--- src/hw/cidt_map.svh ---
`ifndef CIDT_MAP_SVH
`define CIDT_MAP_SVH

// Register byte offsets on the Avalon-MM slave
`define CIDT_REG_CTRL       5'h00
`define CIDT_REG_STATUS     5'h04
`define CIDT_REG_LASTWORD   5'h08
`define CIDT_REG_RETIRED    5'h0c

// Control register fields and reset values
`define CIDT_CTRL_DBG_EN    0
`define CIDT_CTRL_PAIR_LO   1
`define CIDT_CTRL_PAIR_HI   2
`define CIDT_RST_DBG_EN     1'h0
`define CIDT_RST_PAIR       2'h0
`define CIDT_PAIR_COUNT     2'h3

// Status register fields
`define CIDT_STAT_FLAGS_HI  4
`define CIDT_STAT_STATE_LO  8
`define CIDT_STAT_STATE_HI  10
`define CIDT_STAT_ILLEGAL   16

// Opcode byte encodings
`define CIDT_OP_NOP         8'h00
`define CIDT_OP_FILE        8'h10
`define CIDT_OP_BIT_FILE    8'h20
`define CIDT_OP_BIT_WORK    8'h21
`define CIDT_OP_LIT_U       8'h30
`define CIDT_OP_LIT_S       8'h31
`define CIDT_OP_WORK        8'h40
`define CIDT_OP_SQUARE      8'h50
`define CIDT_OP_DSP_MUL     8'h51
`define CIDT_OP_BRA_COND    8'h60
`define CIDT_OP_BRA         8'h61
`define CIDT_OP_BRA_COMP    8'h62
`define CIDT_OP_CALL_IND    8'h63
`define CIDT_OP_GOTO_IND    8'h64
`define CIDT_OP_TABLE       8'h65
`define CIDT_OP_RETURN      8'h66
`define CIDT_OP_RET_INT     8'h67
`define CIDT_OP_SKIP        8'h68
`define CIDT_OP_MOV_DWORD   8'h69
`define CIDT_OP_GOTO        8'h70
`define CIDT_OP_CALL        8'h71
`define CIDT_OP_MOV_LONG    8'h72

// Total instruction cycles per group
`define CIDT_CYC_BRANCH     2'h2
`define CIDT_CYC_INDIRECT   2'h2
`define CIDT_CYC_TABLE      2'h2
`define CIDT_CYC_RETURN     2'h3
`define CIDT_CYC_MOV_DWORD  2'h2
`define CIDT_CYC_SINGLE     2'h1

// Debug resources and literal limits
`define CIDT_RAM_RESV_BYTES 13'h0050
`define CIDT_BYTE_LIT_MAX   10'h0ff

`endif

--- src/hw/cidt_pkg.sv ---
package cidt_pkg;

  typedef enum logic [4:0] {
    CIDT_CLS_NOP  = 5'h00, CIDT_CLS_FILE = 5'h01, CIDT_CLS_BITF = 5'h02,
    CIDT_CLS_BITW = 5'h03, CIDT_CLS_LITU = 5'h04, CIDT_CLS_LITS = 5'h05,
    CIDT_CLS_WORK = 5'h06, CIDT_CLS_SQR  = 5'h07, CIDT_CLS_DSP  = 5'h08,
    CIDT_CLS_BRC  = 5'h09, CIDT_CLS_BRA  = 5'h0a, CIDT_CLS_IND  = 5'h0b,
    CIDT_CLS_TBL  = 5'h0c, CIDT_CLS_RET  = 5'h0d, CIDT_CLS_SKIP = 5'h0e,
    CIDT_CLS_MOVD = 5'h0f, CIDT_CLS_DBL  = 5'h10, CIDT_CLS_BAD  = 5'h11
  } cidt_cls_t;

  typedef enum logic [1:0] {
    CIDT_SZ_WORD = 2'b00, CIDT_SZ_BYTE = 2'b01, CIDT_SZ_DWORD = 2'b10
  } cidt_size_t;

  typedef enum logic [2:0] {
    CIDT_ST_IDLE  = 3'b000, CIDT_ST_WORD2 = 3'b001, CIDT_ST_STALL = 3'b010,
    CIDT_ST_SKIP  = 3'b011, CIDT_ST_SKIP2 = 3'b100
  } cidt_state_t;

  typedef struct packed {
    logic c;
    logic dc;
    logic n;
    logic ov;
    logic z;
  } cidt_flags_t;

  typedef struct packed {
    logic [4:0]  we;       // Per-flag write enable, same order as flags
    cidt_flags_t val;
    logic        z_sticky;
  } cidt_flag_upd_t;

  typedef struct packed {
    logic [7:0]  opcode;
    cidt_cls_t   cls;
    logic [12:0] file_addr;
    logic        to_file;
    logic [3:0]  bit_sel;
    logic [9:0]  ulit10;
    logic [15:0] signed_ten_literal;
    logic [22:0] prog_addr;
    logic [3:0]  base_work_reg;
    logic [3:0]  source_work_reg;
    logic [3:0]  dest_work_reg;
    cidt_size_t  size;
    logic        mul_ok;
    logic        bad;
  } cidt_dec_t;

endpackage

--- src/hw/cidt_decoder.sv ---
`timescale 1ns/10ps
`include "cidt_map.svh"

// Contract
// - Single word: 24 bits, opcode plus operands
// - Only three opcodes span two words
// - Second word carries zero upper byte
// - Lone second word executes as NOP
// - True condition or PC change: two cycles
// - Branches, tables, returns take two/three cycles
// - Taken skip: two or three cycles
// - Double word moves take two cycles
// - Double-word instructions take exactly two cycles
// - File address spans zero to 0x1FFF; bit-file ops decode 12 bits, reaching only 0xFFF
// - Bit select is four bits, 0-15
// - Unsigned literal: 255 byte, 1023 word
// - Signed literal is two's complement -512..511
// - Program address literal always even
// - Five flags, zero flag may be sticky
// - Square pairs only W4..W7 with themselves
// - DSP multiply uses six distinct pairs
// - Work register fields select W0..W15
// - File ops write file or W0
// - Size selects byte, word, dword; word default
// - Debug reserves 80 RAM bytes, two pins
// - Debug link on one of three pairs
module cidt_decoder #(
  parameter logic [12:0] RESV_BYTES = `CIDT_RAM_RESV_BYTES // Debug RAM hold
) (
  input  wire logic                     clk_i,              // 40 MHz clock
  input  wire logic                     rst_i,              // Sync reset
  input  wire logic [4:0]               avs_address_i,      // Byte address
  input  wire logic                     avs_read_i,         // Read request
  input  wire logic                     avs_write_i,        // Write request
  input  wire logic [31:0]              avs_writedata_i,    // Write data
  input  wire logic [3:0]               avs_byteenable_i,   // Byte lanes
  output logic      [31:0]              avs_readdata_o,     // Read data
  output logic                          avs_waitrequest_o,  // Stall master
  input  wire logic                     fetch_valid_i,      // Word offered
  input  wire logic [23:0]              fetch_word_i,       // Program word
  output logic                          fetch_ready_o,      // Word accepted
  input  wire logic                     cond_true_i,        // Test result
  input  wire cidt_pkg::cidt_flag_upd_t flag_upd_i,         // Flag writes
  output logic                          dec_valid_o,        // Decode pulse
  output cidt_pkg::cidt_dec_t           dec_o,              // Decoded fields
  output logic                          nop_cycle_o,        // Extra cycle
  output logic                          squash_o,           // Skipped word
  output cidt_pkg::cidt_flags_t         flags_o,            // Status flags
  output logic                          ram_guard_o,        // Reserved RAM
  output logic      [2:0]               pair_claim_o,       // Pins claimed
  input  wire logic [2:0]               debug_clock_pin_i,  // Clock pins
  input  wire logic [2:0]               debug_data_pin_i,   // Data pins in
  output logic      [2:0]               debug_data_pin_o,   // Data pins out
  output logic      [2:0]               debug_data_pin_oe_o,// Data pin drive
  input  wire logic                     dbg_data_out_i,     // Link data out
  input  wire logic                     dbg_data_drive_i,   // Link drives
  output logic                          dbg_clk_level_o,    // Link clock
  output logic                          dbg_data_level_o    // Link data in
);

  // Opcode byte to class; used for decode and for skip lookahead
  // three double words
  function automatic cidt_pkg::cidt_cls_t cls_of(input logic [7:0] op);
    case (op)
      `CIDT_OP_NOP:       cls_of = cidt_pkg::CIDT_CLS_NOP;
      `CIDT_OP_FILE:      cls_of = cidt_pkg::CIDT_CLS_FILE;
      `CIDT_OP_BIT_FILE:  cls_of = cidt_pkg::CIDT_CLS_BITF;
      `CIDT_OP_BIT_WORK:  cls_of = cidt_pkg::CIDT_CLS_BITW;
      `CIDT_OP_LIT_U:     cls_of = cidt_pkg::CIDT_CLS_LITU;
      `CIDT_OP_LIT_S:     cls_of = cidt_pkg::CIDT_CLS_LITS;
      `CIDT_OP_WORK:      cls_of = cidt_pkg::CIDT_CLS_WORK;
      `CIDT_OP_SQUARE:    cls_of = cidt_pkg::CIDT_CLS_SQR;
      `CIDT_OP_DSP_MUL:   cls_of = cidt_pkg::CIDT_CLS_DSP;
      `CIDT_OP_BRA_COND:  cls_of = cidt_pkg::CIDT_CLS_BRC;
      `CIDT_OP_BRA:       cls_of = cidt_pkg::CIDT_CLS_BRA;
      `CIDT_OP_BRA_COMP:  cls_of = cidt_pkg::CIDT_CLS_BRA;
      `CIDT_OP_CALL_IND:  cls_of = cidt_pkg::CIDT_CLS_IND;
      `CIDT_OP_GOTO_IND:  cls_of = cidt_pkg::CIDT_CLS_IND;
      `CIDT_OP_TABLE:     cls_of = cidt_pkg::CIDT_CLS_TBL;
      `CIDT_OP_RETURN:    cls_of = cidt_pkg::CIDT_CLS_RET;
      `CIDT_OP_RET_INT:   cls_of = cidt_pkg::CIDT_CLS_RET;
      `CIDT_OP_SKIP:      cls_of = cidt_pkg::CIDT_CLS_SKIP;
      `CIDT_OP_MOV_DWORD: cls_of = cidt_pkg::CIDT_CLS_MOVD;
      `CIDT_OP_GOTO:      cls_of = cidt_pkg::CIDT_CLS_DBL;
      `CIDT_OP_CALL:      cls_of = cidt_pkg::CIDT_CLS_DBL;
      `CIDT_OP_MOV_LONG:  cls_of = cidt_pkg::CIDT_CLS_DBL;
      default:            cls_of = cidt_pkg::CIDT_CLS_BAD;
    endcase
  endfunction

  // Total cycles of the fixed-length single-word groups
  function automatic logic [1:0] cycles_of(input cidt_pkg::cidt_cls_t c);
    case (c)
      cidt_pkg::CIDT_CLS_BRA:  cycles_of = `CIDT_CYC_BRANCH;
      cidt_pkg::CIDT_CLS_IND:  cycles_of = `CIDT_CYC_INDIRECT;
      cidt_pkg::CIDT_CLS_TBL:  cycles_of = `CIDT_CYC_TABLE;
      cidt_pkg::CIDT_CLS_RET:  cycles_of = `CIDT_CYC_RETURN;
      cidt_pkg::CIDT_CLS_MOVD: cycles_of = `CIDT_CYC_MOV_DWORD;
      default:                 cycles_of = `CIDT_CYC_SINGLE;
    endcase
  endfunction

  // Field extraction; w2 is the second word of a double-word op
  function automatic cidt_pkg::cidt_dec_t dec_of(input logic [23:0] w,
                                                 input logic [23:0] w2);
    cidt_pkg::cidt_dec_t d;
    d = '0;
    d.opcode = w[23:16];
    d.cls    = cls_of(w[23:16]);
    d.size   = cidt_pkg::CIDT_SZ_WORD;
    case (d.cls)
      cidt_pkg::CIDT_CLS_FILE: begin
        d.to_file   = w[15];
        d.size      = w[14] ? cidt_pkg::CIDT_SZ_BYTE : cidt_pkg::CIDT_SZ_WORD;
        d.file_addr = w[12:0];
      end
      cidt_pkg::CIDT_CLS_BITF: begin
        d.bit_sel   = w[15:12];
        d.file_addr = {1'b0, w[11:0]};
      end
      cidt_pkg::CIDT_CLS_BITW: begin
        d.bit_sel         = w[15:12];
        d.source_work_reg = w[3:0];
      end
      cidt_pkg::CIDT_CLS_LITU: begin
        d.size          = w[14] ? cidt_pkg::CIDT_SZ_BYTE : cidt_pkg::CIDT_SZ_WORD;
        d.dest_work_reg = w[3:0];
        d.ulit10 = w[14] ? (w[13:4] & `CIDT_BYTE_LIT_MAX) : w[13:4];
        d.bad    = w[14] && (w[13:4] > `CIDT_BYTE_LIT_MAX);
      end
      cidt_pkg::CIDT_CLS_LITS: begin
        d.signed_ten_literal        = {{6{w[13]}}, w[13:4]};
        d.dest_work_reg = w[3:0];
      end
      cidt_pkg::CIDT_CLS_WORK: begin
        d.base_work_reg   = w[11:8];
        d.source_work_reg = w[7:4];
        d.dest_work_reg   = w[3:0];
        d.size = cidt_pkg::cidt_size_t'(w[15:14]);
        d.bad  = (w[15:14] == 2'b11);
      end
      cidt_pkg::CIDT_CLS_SQR: begin
        d.source_work_reg = {2'b01, w[3:2]};
        d.base_work_reg   = {2'b01, w[1:0]};
        d.mul_ok = (w[3:2] == w[1:0]);
        d.bad    = (w[3:2] != w[1:0]);
      end
      cidt_pkg::CIDT_CLS_DSP: begin
        d.source_work_reg = {2'b01, w[3:2]};
        d.base_work_reg   = {2'b01, w[1:0]};
        d.mul_ok = (w[3:2] < w[1:0]);
        d.bad    = !(w[3:2] < w[1:0]);
      end
      cidt_pkg::CIDT_CLS_MOVD: begin
        d.size            = cidt_pkg::CIDT_SZ_DWORD;
        d.source_work_reg = w[7:4];
        d.dest_work_reg   = w[3:0];
      end
      cidt_pkg::CIDT_CLS_DBL: begin
        d.prog_addr = {w2[6:0], w[15:1], 1'b0};
        d.bad = w[0] || (w2[23:16] != 8'h00) || (w2[15:7] != 9'h000);
      end
      cidt_pkg::CIDT_CLS_BAD: d.bad = 1'b1;
      default: d.bad = 1'b0;
    endcase
    dec_of = d;
  endfunction

  cidt_pkg::cidt_state_t state_q, state_d;
  logic [1:0]            cnt_q, cnt_d;
  logic                  ready_q, ready_d;
  logic [23:0]           word1_q;
  cidt_pkg::cidt_dec_t   dec_q;
  logic                  dec_valid_q, nop_q, squash_q, guard_q;
  cidt_pkg::cidt_flags_t flags_q;
  logic                  dbg_en_q;
  logic [1:0]            pair_q;
  logic                  illegal_q;
  logic [31:0]           retired_q;
  logic                  wait_q;
  logic [31:0]           rdata_q;
  logic [2:0]            pair_claim_q, data_pin_q, data_oe_q;
  logic [2:0]            clk_s1_q, clk_s2_q, dat_s1_q, dat_s2_q;
  logic                  clk_lvl_q, dat_lvl_q;

  // Fetch decode: the class is read once per offered word
  wire                      take      = fetch_valid_i & ready_q;
  wire cidt_pkg::cidt_cls_t cls_w     = cls_of(fetch_word_i[23:16]);
  wire                      in_idle   = (state_q == cidt_pkg::CIDT_ST_IDLE);
  wire                      in_word2  = (state_q == cidt_pkg::CIDT_ST_WORD2);
  wire                      in_skip   = (state_q == cidt_pkg::CIDT_ST_SKIP) ||
                                        (state_q == cidt_pkg::CIDT_ST_SKIP2);
  wire                      is_dbl    = (cls_w == cidt_pkg::CIDT_CLS_DBL);
  wire [1:0]                extra_w   = (cls_w == cidt_pkg::CIDT_CLS_BRC) ?
                                        {1'b0, cond_true_i} :
                                        cycles_of(cls_w) - 2'h1;
  wire                      dec_fire  = take && ((in_idle && !is_dbl) || in_word2);
  wire cidt_pkg::cidt_dec_t dec_w     = in_word2 ? dec_of(word1_q, fetch_word_i)
                                                 : dec_of(fetch_word_i, 24'h0);
  wire                      uses_file = (dec_w.cls == cidt_pkg::CIDT_CLS_FILE) ||
                                        (dec_w.cls == cidt_pkg::CIDT_CLS_BITF);

  // Sequencer: extra cycles withhold ready so the fetch really stalls
  always_comb begin
    state_d = state_q;
    cnt_d   = cnt_q;
    ready_d = ready_q;
    case (state_q)
      cidt_pkg::CIDT_ST_IDLE: begin
        if (take) begin
          if (is_dbl) begin
            state_d = cidt_pkg::CIDT_ST_WORD2;
          end else if (cls_w == cidt_pkg::CIDT_CLS_SKIP && cond_true_i) begin
            state_d = cidt_pkg::CIDT_ST_SKIP;
          end else if (extra_w != 2'h0) begin
            state_d = cidt_pkg::CIDT_ST_STALL;
            cnt_d   = extra_w;
            ready_d = 1'b0;
          end
        end
      end
      cidt_pkg::CIDT_ST_WORD2: begin
        if (take) begin
          state_d = cidt_pkg::CIDT_ST_IDLE;
        end
      end
      cidt_pkg::CIDT_ST_STALL: begin
        cnt_d = cnt_q - 2'h1;
        if (cnt_q == 2'h1) begin
          state_d = cidt_pkg::CIDT_ST_IDLE;
          ready_d = 1'b1;
        end
      end
      cidt_pkg::CIDT_ST_SKIP: begin
        if (take) begin
          state_d = is_dbl ? cidt_pkg::CIDT_ST_SKIP2 : cidt_pkg::CIDT_ST_IDLE;
        end
      end
      cidt_pkg::CIDT_ST_SKIP2: begin
        if (take) begin
          state_d = cidt_pkg::CIDT_ST_IDLE;
        end
      end
      default: begin
        state_d = cidt_pkg::CIDT_ST_IDLE;
        cnt_d   = 2'h0;
        ready_d = 1'b1;
      end
    endcase
  end

  // Sequencer registers
  always_ff @(posedge clk_i) begin
    if (rst_i) begin
      state_q <= cidt_pkg::CIDT_ST_IDLE;
      cnt_q   <= 2'h0;
      ready_q <= 1'b1;
    end else begin
      state_q <= state_d;
      cnt_q   <= cnt_d;
      ready_q <= ready_d;
    end
  end

  // Decode outputs; a lone second word decodes as the zero opcode
  always_ff @(posedge clk_i) begin
    if (rst_i) begin
      word1_q     <= 24'h0;
      dec_q       <= '0;
      dec_valid_q <= 1'b0;
      nop_q       <= 1'b0;
      squash_q    <= 1'b0;
      guard_q     <= 1'b0;
    end else begin
      if (take && in_idle) begin
        word1_q <= fetch_word_i;
      end
      if (dec_fire) begin
        dec_q <= dec_w;
      end
      dec_valid_q <= dec_fire;
      nop_q       <= (state_d == cidt_pkg::CIDT_ST_STALL);
      squash_q    <= take && in_skip;
      guard_q     <= dec_fire && dbg_en_q && uses_file &&
                     (dec_w.file_addr < RESV_BYTES);
    end
  end

  // Flag writes are blocked in NOP and squashed cycles
  // no state change
  wire flag_block = nop_q || squash_q ||
                    (dec_valid_q && dec_q.cls == cidt_pkg::CIDT_CLS_NOP);
  wire [4:0] flag_we = flag_block ? 5'h00 : flag_upd_i.we;

  always_ff @(posedge clk_i) begin
    if (rst_i) begin
      flags_q <= '0;
    end else begin
      if (flag_we[4]) flags_q.c  <= flag_upd_i.val.c;
      if (flag_we[3]) flags_q.dc <= flag_upd_i.val.dc;
      if (flag_we[2]) flags_q.n  <= flag_upd_i.val.n;
      if (flag_we[1]) flags_q.ov <= flag_upd_i.val.ov;
      // Sticky zero can only be cleared by a nonzero result
      if (flag_we[0]) flags_q.z  <= flag_upd_i.z_sticky ?
                                    (flags_q.z & flag_upd_i.val.z) :
                                    flag_upd_i.val.z;
    end
  end

  // Avalon slave: every access answers on the second edge
  wire       req     = avs_read_i | avs_write_i;
  wire       acc     = req & ~wait_q;
  wire       wr_ctrl = acc & avs_write_i & avs_byteenable_i[0] &
                       (avs_address_i == `CIDT_REG_CTRL);
  wire       wr_stat = acc & avs_write_i & avs_byteenable_i[2] &
                       (avs_address_i == `CIDT_REG_STATUS);
  wire [1:0] pair_wr = avs_writedata_i[`CIDT_CTRL_PAIR_HI:`CIDT_CTRL_PAIR_LO];
  wire       set_ill = dec_valid_q & dec_q.bad;
  logic [31:0] rd_mux;
  always_comb begin
    rd_mux = 32'h0;
    case (avs_address_i)
      `CIDT_REG_CTRL: begin
        rd_mux[`CIDT_CTRL_DBG_EN] = dbg_en_q;
        rd_mux[`CIDT_CTRL_PAIR_HI:`CIDT_CTRL_PAIR_LO] = pair_q;
      end
      `CIDT_REG_STATUS: begin
        rd_mux[`CIDT_STAT_FLAGS_HI:0] = flags_q;
        rd_mux[`CIDT_STAT_STATE_HI:`CIDT_STAT_STATE_LO] = state_q;
        rd_mux[`CIDT_STAT_ILLEGAL] = illegal_q;
      end
      `CIDT_REG_LASTWORD: rd_mux = {8'h00, word1_q};
      `CIDT_REG_RETIRED:  rd_mux = retired_q;
      default:            rd_mux = 32'h0;
    endcase
  end

  // Bus handshake and software-visible registers
  always_ff @(posedge clk_i) begin
    if (rst_i) begin
      wait_q    <= 1'b1;
      rdata_q   <= 32'h0;
      dbg_en_q  <= `CIDT_RST_DBG_EN;
      pair_q    <= `CIDT_RST_PAIR;
      illegal_q <= 1'b0;
      retired_q <= 32'h0;
    end else begin
      wait_q <= ~(req & wait_q);
      if (req & wait_q) begin
        rdata_q <= rd_mux;
      end
      if (wr_ctrl) begin
        dbg_en_q <= avs_writedata_i[`CIDT_CTRL_DBG_EN];
        if (pair_wr < `CIDT_PAIR_COUNT) pair_q <= pair_wr;
      end
      // A new illegal decode wins over a software clear
      if (set_ill) illegal_q <= 1'b1;
      else if (wr_stat && avs_writedata_i[`CIDT_STAT_ILLEGAL]) illegal_q <= 1'b0;
      if (dec_valid_q) retired_q <= retired_q + 32'h1;
    end
  end

  // Debug pins are foreign to this clock: two stages before use
  always_ff @(posedge clk_i) begin
    if (rst_i) begin
      clk_s1_q <= 3'h0;
      clk_s2_q <= 3'h0;
      dat_s1_q <= 3'h0;
      dat_s2_q <= 3'h0;
    end else begin
      clk_s1_q <= debug_clock_pin_i;
      clk_s2_q <= clk_s1_q;
      dat_s1_q <= debug_data_pin_i;
      dat_s2_q <= dat_s1_q;
    end
  end

  // Selected pair is claimed from the application while debug is on
  wire [2:0] pair_hot = 3'h1 << pair_q;
  always_ff @(posedge clk_i) begin
    if (rst_i) begin
      pair_claim_q <= 3'h0;
      data_pin_q   <= 3'h0;
      data_oe_q    <= 3'h0;
      clk_lvl_q    <= 1'b0;
      dat_lvl_q    <= 1'b0;
    end else begin
      pair_claim_q <= dbg_en_q ? pair_hot : 3'h0;
      data_pin_q   <= {3{dbg_data_out_i}} & pair_hot;
      data_oe_q    <= {3{dbg_en_q & dbg_data_drive_i}} & pair_hot;
      clk_lvl_q    <= dbg_en_q & clk_s2_q[pair_q];
      dat_lvl_q    <= dbg_en_q & dat_s2_q[pair_q];
    end
  end

  assign avs_readdata_o      = rdata_q;
  assign avs_waitrequest_o   = wait_q;
  assign fetch_ready_o       = ready_q;
  assign dec_valid_o         = dec_valid_q;
  assign dec_o               = dec_q;
  assign nop_cycle_o         = nop_q;
  assign squash_o            = squash_q;
  assign flags_o             = flags_q;
  assign ram_guard_o         = guard_q;
  assign pair_claim_o        = pair_claim_q;
  assign debug_data_pin_o    = data_pin_q;
  assign debug_data_pin_oe_o = data_oe_q;
  assign dbg_clk_level_o     = clk_lvl_q;
  assign dbg_data_level_o    = dat_lvl_q;

endmodule

--- config.mk ---
export PLATFORM = sky130hd
export DESIGN_NAME = cidt_decoder
export DESIGN_NICKNAME = d
export VERILOG_FILES = /design/src/hw/cidt_pkg.sv /design/src/hw/cidt_decoder.sv
export VERILOG_INCLUDE_DIRS = /design/src /design/src/hw
export SDC_FILE = /design/constraint.sdc
export NUM_CORES = 1
export LEC_CHECK = 0
export ABC_AREA = 0
export CAP_MARGIN = 20
export CORE_MARGIN = 1
export CORE_UTILIZATION = 40
export CTS_BUF_LIST = sky130_fd_sc_hd__clkbuf_8
export DETAILED_ROUTE_END_ITERATION = 8
export DONT_BUFFER_PORTS = 1
export GPL_ROUTABILITY_DRIVEN = 0
export PLACE_DENSITY = 0.57
export RECOVER_POWER = 25
export SLEW_MARGIN = 40
export SYNTH_ARGS = -nofsm -noshare
export SYNTH_HDL_FRONTEND = slang
export SYNTH_SLANG_ARGS = --single-unit
--- constraint.sdc ---
create_clock -name clk_i -period 3.4 [get_ports clk_i]
set_input_delay 0.68 -clock clk_i [delete_from_list [all_inputs] [get_ports clk_i]]
set_output_delay 0.68 -clock clk_i [all_outputs]
set_load 0.05 [all_outputs]
==> flow_summary.toml, run 1 <==
[outcome]
outcome = "finished, violations left"
violations = "max-capacitance violations, max-slew violations"

[routing]
drc = 0
ant_nets = 0
via_per_inst = 5.979
vias = 9811
totalWireLength_mm = 36.09
drt-initial-drc-count = 994
routedWlPerCell_um = 21.99
dr.pass1.iters = 5

[critical_path]
reg2reg_depth = 7
crit_fanout = 12
end_kind = "register"
worst_setup_path_start_kind = "register"
worstPathRequired_ps = 3820
worstSetupPathType = "register to register"
arrival_ps = 3020

[clocking]
cts_buffers = 40
ctsResizeCount = 0
post_cts_buffers = 0
clock-sinks = 220
htreeDepth = 2
postCtsHoldBufs = 0
cts_tree = "yes"
clockBufferDepth = 3
path_clk_slew_ps = 70
root_buffer = "clkbuf_8"
worst_skew_pair.late_latency_ps = 560

[logic_synthesis]
synth_area_leaders = "dfxtp_1 (42%), nor2_1 (6.8%), nand2_1 (5.6%), a21oi_1 (4.2%), nand3_1 (4.1%)"
yosysSeqAreaShare_pct = 41.62
async_flop_share_pct = 0
postSynthCellCount = 1328
syn_avg_cell_area_um2 = 7.968
yosysTopAreaCell = "dfxtp_1"
yosys_warnings = 0
ys_top_cells_by_count = "dfxtp_1 (220), nor2_1 (191), nand2_1 (159)"
syn_nets = 1424
synth-seq-cells = 220
synth.cell_area_um2 = 10580
synth.most_common_cell = "dfxtp_1"
synth_edf_count = 0
ys_types = 80
yosysTopAreaCellShare_pct = 41.62
synth_flop_cell = "dfxtp_1"

[global_routing]
busiest_layer = "met2"
groute.layer.met2.usage_pct = 39.08
grt-ovfl-total = 0
grt_pass1_wl_mm = 53.88
grt_util_all_layers_pct = 25.93
antenna_found_initial = 0
grt_max_degree = 210
grt_pass1_vias = 8923
grt_use_met1_pct = 35.38
gr-usage-met3_pct = 6.981

[timing]
rsz0062_at_grt = "no"
finalMaxSlewViolations = 26
period_share_pct = 76.60
setup_tns_ps = 0
max-slew-margin-rel_pct = -1.579
skew_ps = 40.11
hold_viol = 0
fmaxAchievable_mhz = 384.0
worst_pin_slew_ps = 1524
timing.final.ws_setup_ps = 795.6
fin_crit_ps = 2604
setup_viol = 0

[placed_design]
dpl.hpwl_mm = 24.90
pre_cts_ws_ps = 746.3
portBuffers = 0

[power]
p_leak_nw = 4.159
ir_drop_uv = 299.2
p_per_area_nw_per_um2 = 520.7

[cells_and_area]
fillCellCount = 2616
post-route-util_pct = 44.44
syn2layout_area_growth_pct = 9.141
final_nets = 1375
drive_gt1_share_pct = 9.112
diodes = 0
multiInputGateArea_um2 = 5629
final-seq-area_um2 = 4404

[worst_hold_path]
holdCritPathClass = "input port to register"
whs_path_depth = 1

[die]
ios = 240
core-area_um2 = 25980
die-area_um2 = 27110
rows = 59
start_util_pct = 40.72
die_h_um = 164.6
die-width_um = 164.6

[flow_run]
cap_violations = 1
[worst max-delay path, cell delays in order, from the launching register on]
cell and delay [ps]:
dfxtp_1 660, nor4b_1 450, nand2_1 190, a21oi_1 230, nand3b_1 220, a31oi_1 210, a221oi_1 440, nor3_1 90
[registers in the layout, summed over array words and instances, names as in the netlist, 5 cells and up]
signal and count:
dec_o 89, avs_readdata_o 32, flags_o 5, retired_q 32, word1_q 24
[path summary, 6_finish.rpt]
| kind | endpoint | from | slack, ps |
|---|---|---|---|
| max | dec_o[6] | word1_q[16] | 800 |
| min | dat_s1_q[0] | rst_i | 220 |
| max reg2reg | dec_o[6] | word1_q[16] | 800 |
| min reg2reg | dat_s2_q[2] | dat_s1_q[2] | 430 |
[layout make-up]
type                    count  share of cell area (%)
repair buffers             31                   2.199
inverters                  12                  0.3900
clock inverters            17                  0.7042
flip-flops and latches    220                   38.14
well taps                 335                   3.629
clock buffers              52                   6.197
multi-input cells         974                   48.74
[cell usage in the layout (no fill, tap or decap), drive strengths merged, types with 6 or more instances in the layout]
cell	n
nand4	15
clkinv	8
mux2i	7
o211ai	13
clkbuf	55
a211oi	15
and3	13
dfxtp	220
a21oi	89
inv	21
nand2	159
buf	28
xnor2	9
a31oi	10
nor3	59
a22oi	21
o21ai	39
nor4	12
mux2	6
a32oi	9
xor2	20
nand3	89
or3	7
and2	8
a22o	7
nor2b	26
nor2	193
nand2b	12
a311oi	33
a221oi	24
ha	6
[through the flow]
stage | instance area [µm²] | hold WS [ps] | instances | power (W)
after CTS | 11580 | 195.1 | 1641 | 0.006066
after global placement | 10750 | 414.9 | 1571 | 0.003554
after detailed placement | 10780 | 426.5 | 1572 | 0.003565
after floorplan | 10580 | 413.8 | 1328 | 0.003460
final | 11550 | 220.0 | 1641 | 0.006013
after global routing | 11550 | 199.3 | 1641 | 0.006242
[per-layer routing]
layer / up-vias / wire (µm)
met2: 496 / 15680
met1: 4582 / 15250
met4: 0 / 1050
li1: 4657 / -
met5: - / 0
met3: 76 / 4105
[power by group]
part	leakage [nW]	switching [W]	total [W]	internal, W
combinational	1.91	0.000298	0.000471	0.000173
sequential	1.80	0.000369	0.00305	0.00268
clock	0.454	0.00112	0.00250	0.00137
total	4.16	0.00179	0.00601	0.00422
[kinds of logic after synthesis]
kind of cell,count (synthesis),share of synthesized area [%]
flops,220,41.62
compound gates,297,19.22
xor+xnor,29,2.400
mux,16,1.939
fa+ha+maj,6,0.7095
other cells,1,0.03544
simple gates,625,28.76
buf+inv,134,5.321
Power figures use the tool's default switching activity.
==> run 2: changes to the inputs <==
==> constraint.sdc (replaced) <==
create_clock -name clk_i -period 2.5 [get_ports clk_i]
set_input_delay 0.5 -clock clk_i [delete_from_list [all_inputs] [get_ports clk_i]]
set_output_delay 0.5 -clock clk_i [all_outputs]
set_load 0.05 [all_outputs]
==> run 2 against run 1 <==
  * The flow now finishes without violations
  * Non-clock buffer count rose by 42
  * Clock skew fell by 19 ps
  * Worst setup slack got worse by 630 ps
  * Die area did not move
  * Routed wire length rose by 0.35%
  * Sequential cell count did not move
  * Power rose by 35%
  * Fmax rose by 11%
  * Sequential power rose by 34%
  * Combinational power rose by 55%
  * Clock-buffer cell count fell by 8
  * Design area rose by 2.7%
  * Critical path type unchanged
  * Highest routed layer is now met5
==> flow_summary.toml, run 2 (same netlist as run 1, synthesis figures left out) <==
[critical_path]
crit_fanout = 9
arrival_ps = 2750
cp_num_buf_inv = 1
end_kind = "register"
path_cells = "buf_4 > nor2_1 > nand2_1 > or4_1 > o22ai_1 > nand2_1 > nand4_1 > and4b_1"
worst_setup_path_start_kind = "register"
worstPathRequired_ps = 2920
cp_top_family = "simple AND/OR/NAND/NOR gates"
path_common_cell = "nand2_1"
critPathSlowestCell = "or4_1"
worstSetupPathType = "register to register"
critPathMaxStageDelay_ps = 580

[timing]
rsz0062_at_grt = "no"
period_share_pct = 93.51
worst_pin_slew_ps = 1085
fin_crit_ps = 2338
finalMaxSlewViolations = 0
hold_viol = 0
skew_ps = 21.61
timing.final.ws_setup_ps = 162.3
setup_viol = 0
fmaxAchievable_mhz = 427.8
setup_tns_ps = 0
max-slew-margin-rel_pct = 27.64

[clocking]
cts_tree = "yes"
clockBufferDepth = 3
ctsResizeCount = 0
post_cts_buffers = 0
postCtsHoldBufs = 0
clock-sinks = 220
root_buffer = "clkbuf_8"
cts_buffers = 38
worst_skew_pair.late_latency_ps = 540
htreeDepth = 2
path_clk_slew_ps = 60

[global_routing]
grt_pass1_wl_mm = 54.08
grt_pass1_vias = 9193
gr-usage-met3_pct = 8.162
grt_util_all_layers_pct = 26.11
grt-ovfl-total = 0
grt_max_degree = 210
grt_use_met1_pct = 34.03
groute.layer.met2.usage_pct = 40.16
antenna_found_initial = 1
busiest_layer = "met2"

[routing]
dr.pass1.iters = 5
drc = 0
vias = 10030
totalWireLength_mm = 36.21
ant_nets = 0
drt-initial-drc-count = 736
via_per_inst = 5.967
routedWlPerCell_um = 21.56

[die]
die-area_um2 = 27110
die_h_um = 164.6
start_util_pct = 40.72
die-width_um = 164.6
ios = 240
core-area_um2 = 25980
rows = 59

[cells_and_area]
layout_common_cells = "dfxtp_1 (219), nor2_1 (190), nand2_1 (159)"
fillCellCount = 2638
diodes = 0
syn2layout_area_growth_pct = 12.08
largest_register_ff_count = 89
final_common_cell = "dfxtp_1"
final_nets = 1415
drive_gt1_share_pct = 11.23
finalNonFillerCells = 1680

[flow_run]
cap_violations = 0

[placed_design]
dpl.hpwl_mm = 25.58
portBuffers = 0
pre_cts_ws_ps = 196.0
dp_cells = 1614

[power]
ir_drop_uv = 449.6
p_leak_nw = 4.344
p_per_area_nw_per_um2 = 683.1

[worst_hold_path]
holdCritPathClass = "input port to register"

[outcome]
outcome = "finished, final reports clean"
==> run 2: layer usage <==
metal / up-vias / part of all wire, %
met5: - / 0.036
met4: 2 / 3.2
met3: 77 / 11
met2: 457 / 44
met1: 4740 / 42
li1: 4749 / -
==> run 2: path summary, 6_finish.rpt <==
| path | cells past startpoint | slack [ps] | to | from |
|---|---|---|---|---|
| setup / recovery | 8 | 160 | ram_guard_o | word1_q[19] |
| hold / removal | 1 | 70 | dat_s1_q[0] | rst_i |
| setup reg to reg | 8 | 160 | ram_guard_o | word1_q[19] |
| hold reg to reg | 1 | 430 | clk_s2_q[2] | clk_s1_q[2] |
==> run 2: through the flow <==
stage | util, % | instance area, µm² | power [W] | hold WS (ps)
detailed placement | 42.91 | 11150 | 0.004895 | 421.2
global route | 45.64 | 11860 | 0.008430 | 31.17
floorplan | - | 10580 | 0.004706 | 413.8
finish | 45.64 | 11860 | 0.008102 | 68.44
global placement | 42.91 | 11150 | 0.004886 | 415.9
CTS | 45.81 | 11900 | 0.008199 | 19.82
==> run 2: final cells by class <==
cell class,count,area (µm²),share of cell area [%]
clock buffers,44,605.6,5.106
clock inverters,22,148.9,1.255
inverters,12,45.04,0.3798
multi-input cells,974,5638,47.54
flip-flops and latches,220,4408,37.17
well taps,335,419.2,3.534
repair buffers,73,595.6,5.022
==> run 2: power breakdown <==
part | total [W] | internal, W | switching (W)
clock network | 0.00328 | 0.00181 | 0.00147
logic | 0.000732 | 0.000269 | 0.000463
registers | 0.00409 | 0.00364 | 0.000453
total | 0.00810 | 0.00572 | 0.00238
